===== src/core/jtag_probe_params.svh =====
/*
 file: constants for the test-port pin mode and probe control block.
 assumes: included by the package and the design file only.
*/
`ifndef JTAG_PROBE_PARAMS_SVH
`define JTAG_PROBE_PARAMS_SVH

`define TMS_RELEASE_COUNT   3'h5
`define PROBE_SEL_WIDTH     8
`define PROBE_CMD_WIDTH     16
`define PROBE_NET_COUNT     256
`define IR_WIDTH            4
`define IR_RESET_VALUE      4'h1
`define IR_PROBE_SELECT     4'h7
`define SYNC_RESET_VALUE    3'h0
`define PIN_RESET_VALUE     4'h1

`endif


===== src/core/jtag_probe_pkg.sv =====
/*
 file: types for the test-port pin mode and probe control block.
 assumes: compiled before the design file.
*/
`include "jtag_probe_params.svh"

package jtag_probe_pkg;

   typedef enum logic [3:0] {
      TAP_RESET      = 4'h0,
      TAP_IDLE       = 4'h1,
      TAP_SEL_DR     = 4'h2,
      TAP_CAPTURE_DR = 4'h3,
      TAP_SHIFT_DR   = 4'h4,
      TAP_EXIT1_DR   = 4'h5,
      TAP_PAUSE_DR   = 4'h6,
      TAP_EXIT2_DR   = 4'h7,
      TAP_UPDATE_DR  = 4'h8,
      TAP_SEL_IR     = 4'h9,
      TAP_CAPTURE_IR = 4'ha,
      TAP_SHIFT_IR   = 4'hb,
      TAP_EXIT1_IR   = 4'hc,
      TAP_PAUSE_IR   = 4'hd,
      TAP_EXIT2_IR   = 4'he,
      TAP_UPDATE_IR  = 4'hf
   } tap_state_t;

   typedef struct packed {
      logic dedicated_mode;
      logic trst_reserved;
      logic fuse_programmed;
   } static_cfg_t;

   typedef struct packed {
      logic tck;
      logic tms;
      logic tdi;
      logic trst_n;
   } test_pins_t;

   typedef struct packed {
      logic [`PROBE_SEL_WIDTH-1:0] sel_a;
      logic [`PROBE_SEL_WIDTH-1:0] sel_b;
   } probe_sel_t;

endpackage


===== src/core/jtag_probe_ctrl.sv =====
/*
 file: tap controller, shared test-pin mode switch and net probe routing.
 assumes: test pins arrive asynchronously and are sampled on clock; tck is
 far slower than clock; configuration inputs are static while running.
*/
`timescale 1ns/1ps
`include "jtag_probe_params.svh"

module jtag_probe_ctrl
   import jtag_probe_pkg::*;
(
   input  wire logic                        clock,
   input  wire logic                        arst_n,
   input  wire static_cfg_t                 cfg,
   input  wire test_pins_t                  pins_in,
   input  wire logic [`PROBE_NET_COUNT-1:0] probe_nets,
   input  wire logic                        user_tdo_out,
   input  wire logic                        user_tdo_oe,
   input  wire logic                        user_pra_out,
   input  wire logic                        user_pra_oe,
   input  wire logic                        user_prb_out,
   input  wire logic                        user_prb_oe,
   output logic                             tdo_out,
   output logic                             tdo_oe,
   output logic                             probe_out_a,
   output logic                             probe_out_a_oe,
   output logic                             probe_out_b,
   output logic                             probe_out_b_oe,
   output logic                             user_tdi_in,
   output logic                             user_tck_in,
   output logic                             user_in_valid,
   output logic                             scan_test_function,
   output logic                             probe_active
);

   test_pins_t            s1_reg, s2_reg, s3_reg, pin_reg, pin_next;
   static_cfg_t           cfg_reg;
   logic                  tck_prev_reg;
   logic                  tck_rise, tck_fall;
   logic                  trst_eff;
   tap_state_t            tap_reg, tap_next;
   logic [2:0]            tms_cnt_reg, tms_cnt_next;
   logic                  func_reg, func_next;
   logic [`IR_WIDTH-1:0]  ir_sh_reg, ir_sh_next, ir_reg, ir_next;
   logic [`PROBE_CMD_WIDTH-1:0] dr_sh_reg, dr_sh_next;
   probe_sel_t            sel_reg, sel_next;
   logic                  tdo_bit_reg, tdo_bit_next;
   logic                  probe_on;

   // three-stage sampling; a change counts when stages two and three agree
   always_ff @(posedge clock or negedge arst_n) begin
      if (!arst_n) begin
         s1_reg       <= test_pins_t'(`PIN_RESET_VALUE);
         s2_reg       <= test_pins_t'(`PIN_RESET_VALUE);
         s3_reg       <= test_pins_t'(`PIN_RESET_VALUE);
         pin_reg      <= test_pins_t'(`PIN_RESET_VALUE);
         cfg_reg      <= static_cfg_t'(`SYNC_RESET_VALUE);
         tck_prev_reg <= 1'b0;
      end else begin
         s1_reg       <= pins_in;
         s2_reg       <= s1_reg;
         s3_reg       <= s2_reg;
         pin_reg      <= pin_next;
         cfg_reg      <= cfg;
         tck_prev_reg <= pin_reg.tck;
      end
   end

   always_comb begin
      pin_next = pin_reg;
      for (int i = 0; i < $bits(test_pins_t); i++) begin
         if (s2_reg[i] == s3_reg[i]) begin
            pin_next[i] = s3_reg[i];
         end
      end
   end

   assign tck_rise = pin_reg.tck & ~tck_prev_reg;
   assign tck_fall = ~pin_reg.tck & tck_prev_reg;
   assign trst_eff = cfg_reg.trst_reserved ? pin_reg.trst_n : 1'b1;

   // tap state machine, release counter and pin-function flag
   always_comb begin
      tap_next     = tap_reg;
      tms_cnt_next = tms_cnt_reg;
      func_next    = func_reg;
      if (!trst_eff) begin
         tap_next     = TAP_RESET;
         tms_cnt_next = 3'h0;
         func_next    = 1'b0;
      end else if (tck_rise) begin
         case (tap_reg)
            TAP_RESET:      tap_next = pin_reg.tms ? TAP_RESET : TAP_IDLE;
            TAP_IDLE:       tap_next = pin_reg.tms ? TAP_SEL_DR : TAP_IDLE;
            TAP_SEL_DR:     tap_next = pin_reg.tms ? TAP_SEL_IR : TAP_CAPTURE_DR;
            TAP_CAPTURE_DR: tap_next = pin_reg.tms ? TAP_EXIT1_DR : TAP_SHIFT_DR;
            TAP_SHIFT_DR:   tap_next = pin_reg.tms ? TAP_EXIT1_DR : TAP_SHIFT_DR;
            TAP_EXIT1_DR:   tap_next = pin_reg.tms ? TAP_UPDATE_DR : TAP_PAUSE_DR;
            TAP_PAUSE_DR:   tap_next = pin_reg.tms ? TAP_EXIT2_DR : TAP_PAUSE_DR;
            TAP_EXIT2_DR:   tap_next = pin_reg.tms ? TAP_UPDATE_DR : TAP_SHIFT_DR;
            TAP_UPDATE_DR:  tap_next = pin_reg.tms ? TAP_SEL_DR : TAP_IDLE;
            TAP_SEL_IR:     tap_next = pin_reg.tms ? TAP_RESET : TAP_CAPTURE_IR;
            TAP_CAPTURE_IR: tap_next = pin_reg.tms ? TAP_EXIT1_IR : TAP_SHIFT_IR;
            TAP_SHIFT_IR:   tap_next = pin_reg.tms ? TAP_EXIT1_IR : TAP_SHIFT_IR;
            TAP_EXIT1_IR:   tap_next = pin_reg.tms ? TAP_UPDATE_IR : TAP_PAUSE_IR;
            TAP_PAUSE_IR:   tap_next = pin_reg.tms ? TAP_EXIT2_IR : TAP_PAUSE_IR;
            TAP_EXIT2_IR:   tap_next = pin_reg.tms ? TAP_UPDATE_IR : TAP_SHIFT_IR;
            TAP_UPDATE_IR:  tap_next = pin_reg.tms ? TAP_SEL_DR : TAP_IDLE;
            default:        tap_next = TAP_RESET;
         endcase
         if (pin_reg.tms) begin
            if (tms_cnt_reg != `TMS_RELEASE_COUNT) begin
               tms_cnt_next = tms_cnt_reg + 3'h1;
            end
         end else begin
            tms_cnt_next = 3'h0;
            func_next    = 1'b1;
         end
         if (pin_reg.tms && tms_cnt_reg == `TMS_RELEASE_COUNT - 3'h1) begin
            func_next = 1'b0;
         end
      end
   end

   // instruction and probe-select shift paths
   always_comb begin
      ir_sh_next   = ir_sh_reg;
      ir_next      = ir_reg;
      dr_sh_next   = dr_sh_reg;
      sel_next     = sel_reg;
      tdo_bit_next = tdo_bit_reg;
      if (tap_reg == TAP_RESET) begin
         ir_next = `IR_RESET_VALUE;
      end
      if (tck_rise) begin
         case (tap_reg)
            TAP_CAPTURE_IR: ir_sh_next = `IR_RESET_VALUE;
            TAP_SHIFT_IR:   ir_sh_next = {pin_reg.tdi, ir_sh_reg[`IR_WIDTH-1:1]};
            TAP_UPDATE_IR:  ir_next = ir_sh_reg;
            TAP_CAPTURE_DR: dr_sh_next = sel_reg;
            TAP_SHIFT_DR:   dr_sh_next = {pin_reg.tdi, dr_sh_reg[`PROBE_CMD_WIDTH-1:1]};
            TAP_UPDATE_DR: begin
               if (ir_reg == `IR_PROBE_SELECT) begin
                  sel_next = probe_sel_t'(dr_sh_reg);
               end
            end
            default: ;
         endcase
      end
      if (tck_fall) begin
         tdo_bit_next = (tap_reg == TAP_SHIFT_IR) ? ir_sh_reg[0] : dr_sh_reg[0];
      end
   end

   always_ff @(posedge clock or negedge arst_n) begin
      if (!arst_n) begin
         tap_reg     <= TAP_RESET;
         tms_cnt_reg <= 3'h0;
         func_reg    <= 1'b0;
         ir_sh_reg   <= `IR_RESET_VALUE;
         ir_reg      <= `IR_RESET_VALUE;
         dr_sh_reg   <= '0;
         sel_reg     <= '0;
         tdo_bit_reg <= 1'b0;
      end else begin
         tap_reg     <= tap_next;
         tms_cnt_reg <= tms_cnt_next;
         func_reg    <= func_next;
         ir_sh_reg   <= ir_sh_next;
         ir_reg      <= ir_next;
         dr_sh_reg   <= dr_sh_next;
         sel_reg     <= sel_next;
         tdo_bit_reg <= tdo_bit_next;
      end
   end

   // dedicated mode keeps the pins as test pins at all times but the first clock after reset, while cfg_reg still reads zero
   logic test_fn;
   assign test_fn  = cfg_reg.dedicated_mode | func_reg;
   assign probe_on = test_fn & trst_eff & ~cfg_reg.fuse_programmed;

   // pin muxing; every output registered
   always_ff @(posedge clock or negedge arst_n) begin
      if (!arst_n) begin
         tdo_out            <= 1'b0;
         tdo_oe             <= 1'b0;
         probe_out_a        <= 1'b0;
         probe_out_a_oe     <= 1'b0;
         probe_out_b        <= 1'b0;
         probe_out_b_oe     <= 1'b0;
         user_tdi_in        <= 1'b0;
         user_tck_in        <= 1'b0;
         user_in_valid      <= 1'b0;
         scan_test_function <= 1'b0;
         probe_active       <= 1'b0;
      end else begin
         scan_test_function <= test_fn;
         probe_active       <= probe_on;
         tdo_out            <= test_fn ? tdo_bit_reg : user_tdo_out;
         tdo_oe             <= test_fn ? (tap_reg == TAP_SHIFT_DR ||
                                          tap_reg == TAP_SHIFT_IR) : user_tdo_oe;
         // probe pins fall back to user io whenever probing is off
         probe_out_a    <= probe_on ? probe_nets[sel_reg.sel_a] : user_pra_out;
         probe_out_a_oe <= probe_on ? 1'b1 : user_pra_oe;
         probe_out_b    <= probe_on ? probe_nets[sel_reg.sel_b] : user_prb_out;
         probe_out_b_oe <= probe_on ? 1'b1 : user_prb_oe;
         user_tdi_in    <= test_fn ? 1'b0 : pin_reg.tdi;
         user_tck_in    <= test_fn ? 1'b0 : pin_reg.tck;
         user_in_valid  <= ~test_fn;
      end
   end

   AST_TRST_HOLDS: assert property (@(posedge clock) disable iff (!arst_n)
      !trst_eff |=> tap_reg == TAP_RESET)
      else $error("tap left reset under test reset");
   AST_FUSE_NO_PROBE: assert property (@(posedge clock) disable iff (!arst_n)
      cfg_reg.fuse_programmed |=> !probe_active)
      else $error("probe active with fuse programmed");
   AST_PROBE_NEEDS_FN: assert property (@(posedge clock) disable iff (!arst_n)
      probe_active |-> $past(test_fn) && $past(trst_eff))
      else $error("probe active without test function");
   AST_TAKE_PINS: assert property (@(posedge clock) disable iff (!arst_n)
      tck_rise && !pin_reg.tms && trst_eff |=> func_reg)
      else $error("tms low did not take the pins");
   AST_RELEASE: assert property (@(posedge clock) disable iff (!arst_n)
      tck_rise && pin_reg.tms && trst_eff &&
      tms_cnt_reg == `TMS_RELEASE_COUNT - 3'h1 |=> !func_reg)
      else $error("pins not released after five tms high");
   // a drop of the pin-function flag needs test reset or the full run of tms high
   AST_NO_EARLY_RELEASE: assert property (@(posedge clock) disable iff (!arst_n)
      $fell(func_reg) |-> !$past(trst_eff) || tms_cnt_reg == `TMS_RELEASE_COUNT)
      else $error("pins released early");
   AST_DEDICATED: assert property (@(posedge clock) disable iff (!arst_n)
      cfg_reg.dedicated_mode |=> !user_in_valid)
      else $error("dedicated pins reached user logic");
   AST_USER_BLOCK: assert property (@(posedge clock) disable iff (!arst_n)
      probe_active |-> !user_in_valid && !user_tdi_in)
      else $error("user input passed while probing");
   AST_TRST_RESET_ROUTE: assert property (@(posedge clock) disable iff (!arst_n)
      !trst_eff && !cfg_reg.dedicated_mode ##1 1'b1 |=> user_in_valid)
      else $error("flexible pins not user io under test reset");

endmodule


===== config.mk =====
export PLATFORM = sky130hd
export DESIGN_NAME = jtag_probe_ctrl
export DESIGN_NICKNAME = d
export VERILOG_FILES = /design/src/core/jtag_probe_pkg.sv /design/src/core/jtag_probe_ctrl.sv
export VERILOG_INCLUDE_DIRS = /design/src /design/src/core
export SDC_FILE = /design/constraint.sdc
export NUM_CORES = 1
export LEC_CHECK = 0
export ABC_AREA = 0
export BUFFER_PORTS_ARGS = -buffer_cell sky130_fd_sc_hd__buf_4
export CAP_MARGIN = 20
export CORE_MARGIN = 4
export CORE_UTILIZATION = 51
export DETAILED_ROUTE_END_ITERATION = 8
export GPL_TIMING_DRIVEN = 1
export PLACE_DENSITY = 0.92
export SYNTH_ARGS = -nofsm -noshare
export SYNTH_HDL_FRONTEND = slang
export SYNTH_SLANG_ARGS = --single-unit

===== constraint.sdc =====
create_clock -name clock -period 2.7 [get_ports clock]
set_input_delay 0.135 -clock clock [delete_from_list [all_inputs] [get_ports clock]]
set_output_delay 0.135 -clock clock [all_outputs]
set_load 0.01 [all_outputs]

== Yosys cells after proc, flatten, opt, wreduce, memory -nomap -nowiden ==
Cells that the tools add are included.

* Output and inout bits: 11
* Input port bits: 271
* Word-level logic and storage cells: 132
* Bits in registers: 80

* Add/subtract/negate cells: 1
* Muxes and demuxes: 42
* Equal/unequal tests: 25
* Order comparisons: 2
* Reduce and logical (&&, ||, !) cells: 13
* Bitwise operators: 9

{| class="wikitable"
|+ Operators with widths
! kind !! count
|-
| case mux 4 bit (12 select lines) || 1
|-
| 2-to-1 mux 4 bit || 9
|-
| == test 4 bit, second input constant || 8
|-
| case mux 16 bit (2 select lines) || 1
|-
| == test 4 x 3 -> 1 bit, second input constant || 5
|-
| 2-to-1 mux 1 bit || 19
|-
| < comparator 8 x 9 -> 1 bit, second input constant || 2
|-
| 2-to-1 mux 3 bit || 6
|-
| binary-select mux 1 bit (select 8 bit) || 2
|-
| == test 4 x 2 -> 1 bit, second input constant || 2
|-
| case mux 4 bit (2 select lines) || 1
|-
| AND reduction 2 bit || 4
|-
| 2-to-1 mux 2 bit || 3
|-
| inequality test 3 x 2 -> 1 bit, second input constant || 2
|-
| AND 1 bit || 4
|-
| == test 1 bit || 4
|-
| == test 4 x 1 -> 1 bit, second input constant || 1
|-
| logical NOT 4 bit || 1
|-
| NOT 1 bit || 4
|-
| nonzero test 2 bit || 2
|-
| OR reduction 2 bit || 2
|-
| adder 3 x 1 -> 3 bit, second input constant || 1
|-
| == test 3 bit, second input constant || 1
|-
| inequality test 3 bit, second input constant || 1
|-
| other kinds (6) || 6
|}

== Longest topological paths before layout ==
Gate-level depths: netlist (run 1).

* Depth after elaboration: 5
* Mapped depth: 11
* Mapped depth without buffers: 8

== Worst setup path before layout (run 1) ==
No wires, ideal clock.

* Path type: reg-to-reg
* Start: reg sel_reg[0] in the netlist's numbering
* End: reg probe_out_b
* Stages on the path, launching flop included: 10
* Setup slack: 0.535 ns
* Required time: 2.574 ns
* Path buffers: 3
* Arrival time: 2.039 ns
* Library setup time: 0.126 ns
* Clock period less this slack: 2.165 ns
* Path through: dfrtp_1 > buf_6 > buf_6 > buf_6 > mux4_2 > o22ai_1 > nor2_1 > a211oi_1 > nor3_1 > a311o_1

* Cells in the longest elaborated chain, start to end: 3

{| class="wikitable"
|+ Ends and longest elaborated chain
! element !! line !! RTL
|-
| start: declaration || jtag_probe_ctrl.sv:46 || <nowiki>probe_sel_t sel_reg, sel_next;</nowiki>
|-
| start signal: assignment || jtag_probe_ctrl.sv:172 || <nowiki>sel_reg <= sel_next;</nowiki>
|-
| binary-select mux 1 bit (select 8 bit) || jtag_probe_ctrl.sv:205 || <nowiki>probe_out_b <= probe_on ? probe_nets[sel_reg.sel_b] : user_prb_out;</nowiki>
|-
| 2-to-1 mux 1 bit (implied by the code) || jtag_probe_ctrl.sv:205 ||
|-
| 2-to-1 mux 1 bit || jtag_probe_ctrl.sv:205 ||
|-
| end signal: assignment || jtag_probe_ctrl.sv:205 ||
|-
| end: declaration || jtag_probe_ctrl.sv:27 || <nowiki>output logic probe_out_b,</nowiki>
|}

Every way passes these cells. The select of a mux whose other input is x is not followed.
A chain may end at the register's enable or synchronous reset.

== Worst setup path after layout (run 1) ==
Same ends and word-level chain as after synthesis.

==> impl_metrics.ini, run 1 <==
[sta]
worst_pin_slew_ns = 0.948
fmax_ghz = 0.388
drv_slew = 0
setup_ws_ns = 0.124
relSlewSlack = 0.367
min_period_ns = 2.58
rsz0062_at_grt = false
hold_viol_final = 0
fin_setup_tns_ns = 0
min_period_over_period = 0.954
skew_ns = 0.00632
setup_viol = 0

[synth]
ys_warn_count = 0
ys_async_sr_fraction = 1.00
netlist_area_um2 = 7750
avgSynthCellArea_um2 = 10.6
synth_cells = 731
synth_ff_type = dfrtp_1
yosysUniqueCellTypes = 57
synth_edf_count = 0
synth_nets = 1005
ys_ff_latch = 80
synth_seq_area_share = 0.259

[die]
dieArea_um2 = 17200
start_util = 0.527
rows = 44
fp.coreArea_um2 = 14700
die_w_um = 131
fp.dieH_um = 131
ioPinCount = 282

[cts]
cts_tree = built
clkTransAtPathRegs_ns = 0.06
numCtsBuffers = 9
cts.path.max_buffers = 2
cts.sinks = 80
clock_latency_ns = 0.34
htree_levels = 3
cts_root_buf = clkbuf_16
postCtsSetupBuffers = 0

[route]
drtIter0Drc = 1566
vias = 8502
drc = 0
wl_per_cell_um = 27.0
routed_via_density = 7.18
dr.pass1.iters = 6
drt-total-wl_um = 31900
route.antenna.remaining_nets = 0

[placement]
port_buffers = 281
gp_congestion = 0.984
hpwl_um = 24000
pre_cts_ws_ns = 0.220

[run]
max-cap-violations = 0

[setup_path]
start_kind = flop
critical_path.top_delay_family = compound AO/OA/AOI/OAI gates
end_kind = flop
required_ns = 2.92
worstPathCellList = buf_12 > mux4_2 > o22ai_1 > nor3_1 > a211oi_1 > nor3_1 > a311o_1
cp_num_buf_inv = 1
cp_max_fo = 40
criticalPathCategory = reg -> reg
cpMostUsedCell = nor3_1
cpMaxStageDelayCell = dfrtp_4
cp.arrival_ns = 2.80
critPathMaxStageDelay_ns = 0.56

[cells_and_area]
syn_to_final_growth_pct = 35.7
post-route-util = 0.715
drive_above_1_share = 0.472
nNetsFinal = 1267

[global_route]
antenna_found_initial = 2
grt_pass1_wl_um = 49300
grt_use_total = 0.360
grt_pass1_vias = 8643
grt_max_degree = 49
overflow = 0

[power_and_ir_drop]
vdd_drop_max_mv = 0.350
power.total_w = 0.00360
leakagePower_nw = 4.10
power_density_nw_per_um2 = 342

[worst_hold_path]
hold_path_class = in -> reg

[outcome]
status = finished, final reports clean
synthesized netlist by cell type (all sizes together), types with 12 or more instances:
| master | n | area share |
|---|---|---|
| mux4 | 96 | 0.28 |
| mux2i | 78 | 0.10 |
| dfrtp | 74 | 0.24 |
| nand2 | 63 | 0.031 |
| o21ai | 49 | 0.032 |
| clkbuf | 43 | 0.021 |
| nor2 | 33 | 0.016 |
| a21oi | 31 | 0.020 |
| buf | 31 | 0.026 |
| mux2 | 31 | 0.045 |
| nand3 | 29 | 0.019 |
| nor2b | 14 | 0.011 |
| inv | 13 | 0.0063 |
| nand2b | 12 | 0.0097 |
metal layers:
| metal | routed length, um | up-vias | track usage |
|---|---|---|---|
| met5 | 0 | - | 0 |
| met4 | 2330 | 0 | 0.205 |
| met3 | 4760 | 225 | 0.131 |
| met2 | 14600 | 857 | 0.564 |
| met1 | 10200 | 4002 | 0.431 |
| li1 | - | 3418 | - |
timing repair:
item                                    4_1_cts  5_1_grt
endpoints found under the setup margin        0        1
hold buffers                                 11        0
hold endpoints to repair                     55        0
gates resized for setup                       0        1
power by group:
| group | internal (W) | leakage [nW] | switching, W | total (W) |
|---|---|---|---|---|
| registers | 0.00127 | 1.03 | 0.0000977 | 0.00137 |
| clock network | 0.000755 | 0.154 | 0.000528 | 0.00128 |
| logic | 0.000530 | 2.91 | 0.000421 | 0.000951 |
layout by cell type (no fill, tap or decap), drive strengths merged, types with 3 or more instances in the layout:
master,count
buf,314
mux4,96
mux2i,78
dfrtp,74
nand2,63
o21ai,49
nor2,33
mux2,31
a21oi,31
nand3,29
inv,16
nor2b,14
nand2b,12
dlygate4sd3,11
nor3,10
a31oi,10
o22ai,10
clkbuf,10
o221ai,9
a211oi,8
o211ai,8
nand4,7
a22oi,6
dfstp,6
and3,5
a311oi,4
nand3b,4
and2,4
a221oi,4
maj3,4
a2111oi,4
a22o,3
o2111ai,3
ha,3
clkinv,3
worst paths after layout:
path / depth (start not counted) / slack (ns) / start / end
max: 7 / 0.12 / sel_reg[0] / probe_out_b
min: 2 / 0.03 / user_tdo_out / tdo_out
max reg2reg: 7 / 0.12 / sel_reg[0] / probe_out_b
min reg2reg: 0 / 0.35 / s1_reg[3] / s2_reg[3]
max in group asynchronous: 3 / 1.54 / arst_n / ir_sh_reg[0]
min in group asynchronous: 2 / 0.37 / arst_n / probe_out_b_oe
stage by stage:
step	area (um^2)	hold WS (ns)	cells
CTS	10500	0.0204	1182
global route	10500	0.0203	1183
finish	10500	0.0278	1184
floorplan	7750	-0.161	731
global placement	10100	0.182	1155
detailed placement	10100	0.189	1155
cell type report:
type / instances / area (um^2)
clock inverters: 6 / 73.8
fillers: 965 / 4180
multi-input cells: 563 / 5340
flip-flops and latches: 80 / 2020
repair buffers: 325 / 2550
clock buffers: 10 / 239
well taps: 184 / 230
diodes: 2 / 5.00
inverters: 14 / 52.6
cell families after synthesis:
family / count (synthesis) / share of synthesized area
flip-flops: 80 / 0.259
buffers and inverters: 88 / 0.0533
AND/OR/NAND/NOR: 191 / 0.119
AO/OA/AOI/OAI: 160 / 0.133
multiplexers: 205 / 0.425
adder cells (fa/ha/maj): 7 / 0.0100
Power figures use the tool's default switching activity.
==> run 2: changes to the inputs <==
--- a/config.mk
+++ b/config.mk
@@ -14,6 +14,7 @@
 export DETAILED_ROUTE_END_ITERATION = 8
 export GPL_TIMING_DRIVEN = 1
 export PLACE_DENSITY = 0.92
+export REMOVE_ABC_BUFFERS = 1
 export SYNTH_ARGS = -nofsm -noshare
 export SYNTH_HDL_FRONTEND = slang
 export SYNTH_SLANG_ARGS = --single-unit
==> run 2 against run 1 <==
Against the previous run: sequential share of layout area is 0.082 points lower; clock-buffer cell count fell by 1; worst setup slack better by 0.0069 ns; utilization rose by 0.31 points; clock power down 4%; clock skew rose by 0.0021 ns; first-iteration DRC count fell by 22%.
==> impl_metrics.ini, run 2 (synthesized netlist as in run 1, its figures left out) <==
[cells_and_area]
fin_area_um2 = 10600
layout_common_cells = buf_4, mux4_2, mux2i_1
final_common_cell = buf_4
nNetsFinal = 1278
syn_to_final_growth_pct = 36.2
post-route-util = 0.718
drive_above_1_share = 0.478

[die]
ioPinCount = 282
dieArea_um2 = 17200
fp.coreArea_um2 = 14700
fp.dieH_um = 131
die_w_um = 131
rows = 44
start_util = 0.527

[worst_hold_path]
hold_start = user_tdo_oe
hold_end = tdo_oe
hold_depth = 3
hold_path_class = in -> reg

[global_route]
grt_pass1_wl_um = 47200
grt_max_degree = 81
overflow = 0
grt_pass1_vias = 8743
antenna_found_initial = 2
grt_use_total = 0.343

[sta]
skew_ns = 0.00837
min_period_over_period = 0.951
hold_ws_ns = 0.0770
drv_slew = 0
rsz0062_at_grt = false
fmax_ghz = 0.389
setup_ws_ns = 0.131
relSlewSlack = 0.346
hold_viol_final = 0
worst_pin_slew_ns = 0.980
min_period_ns = 2.57
setup_viol = 0

[cts]
htree_levels = 3
cts_resized = 0
numCtsBuffers = 9
cts_tree = built
cts.sinks = 80
clock_latency_ns = 0.33
cts.path.max_buffers = 2
clkTransAtPathRegs_ns = 0.06
cts_root_buf = clkbuf_16

[setup_path]
end_kind = flop
cp_max_fo = 34
required_ns = 2.91
criticalPathCategory = reg -> reg
cp.arrival_ns = 2.78
rrSetupSlack_ns = 0.13
rr_worst_depth = 7
start_kind = flop
r2r-end = probe_out_b
rr_startpoint = sel_reg[1]

[placement]
port_buffers = 281
place_area_um2 = 10100
gp_congestion = 0.974
pre_cts_ws_ns = 0.0880
hpwl_um = 23800

[power_and_ir_drop]
vdd_drop_max_mv = 0.427
leakagePower_nw = 4.14
power_density_nw_per_um2 = 334
power.total_w = 0.00353

[route]
drt-total-wl_um = 30900
route.antenna.remaining_nets = 0
drc = 0
routed_via_density = 6.98
drtIter0Drc = 1227
dr.pass1.iters = 8
vias = 8337
wl_per_cell_um = 25.9

[outcome]
status = finished, final reports clean

[run]
max-cap-violations = 0
run 2: changes by cell type in the layout (fill, tap and decap cells not counted), moves of 2 or more:
cell and delta:
buf_8 +2, buf_12 -3, clkinv_4 -2, clkinvlp_4 +2, buf_4 +13
run 2: metrics by stage:
step	TNS (ns)	cells
global route	0	1195
global placement	0	1165
floorplan	-19.98	657
detailed placement	0	1165
CTS	0	1191
finish	0	1195
run 2: what timing repair did:
action	in CTS	in global routing
buffers inserted	0	2
hold buffers	10	0
hold endpoints to repair	46	0
endpoints found under the setup margin	0	2
run 2: critical path: stages, from the launching register on:
cell       delay (ns)
dfrtp_4          0.77
buf_4            0.25
mux4_2           0.51
o21ai_0          0.20
o2111ai_1        0.16
nand4_1          0.14
nor3_1           0.06
a311o_1          0.33
run 2: report_power, final:
part           internal, W  switching (W)
clock             0.000724       0.000510
sequential         0.00127      0.0000733
combinational     0.000532       0.000421
total              0.00253        0.00100
run 2: worst max path at each step:
stage	startpoint	endpoint	cells after the start
3_5_place_dp	sel_reg[0]	probe_out_b	8
5_1_grt	sel_reg[1]	probe_out_b	8
2_1_floorplan	sel_reg[8]	probe_out_a	7
4_1_cts	sel_reg[0]	probe_out_b	8
6_report	sel_reg[1]	probe_out_b	7
3_3_place_gp	sel_reg[0]	probe_out_b	8
run 2: cell type report:
cell class | count | area [um^2]
Multi-Input combinational cell | 563 | 5340
Fill cell | 945 | 4140
Timing Repair Buffer | 336 | 2610
Sequential cell | 80 | 2020
Tap cell | 184 | 230
Clock buffer | 9 | 225
Clock inverter | 7 | 76.3
Inverter | 14 | 52.6
Antenna cell | 2 | 5.00
run 2: routing by layer:
metal	share of wire	vias up	track usage
met5	0	-	0
met4	0.075	0	0.198
met3	0.12	211	0.0765
met2	0.47	786	0.573
met1	0.33	3899	0.411
li1	-	3441	-
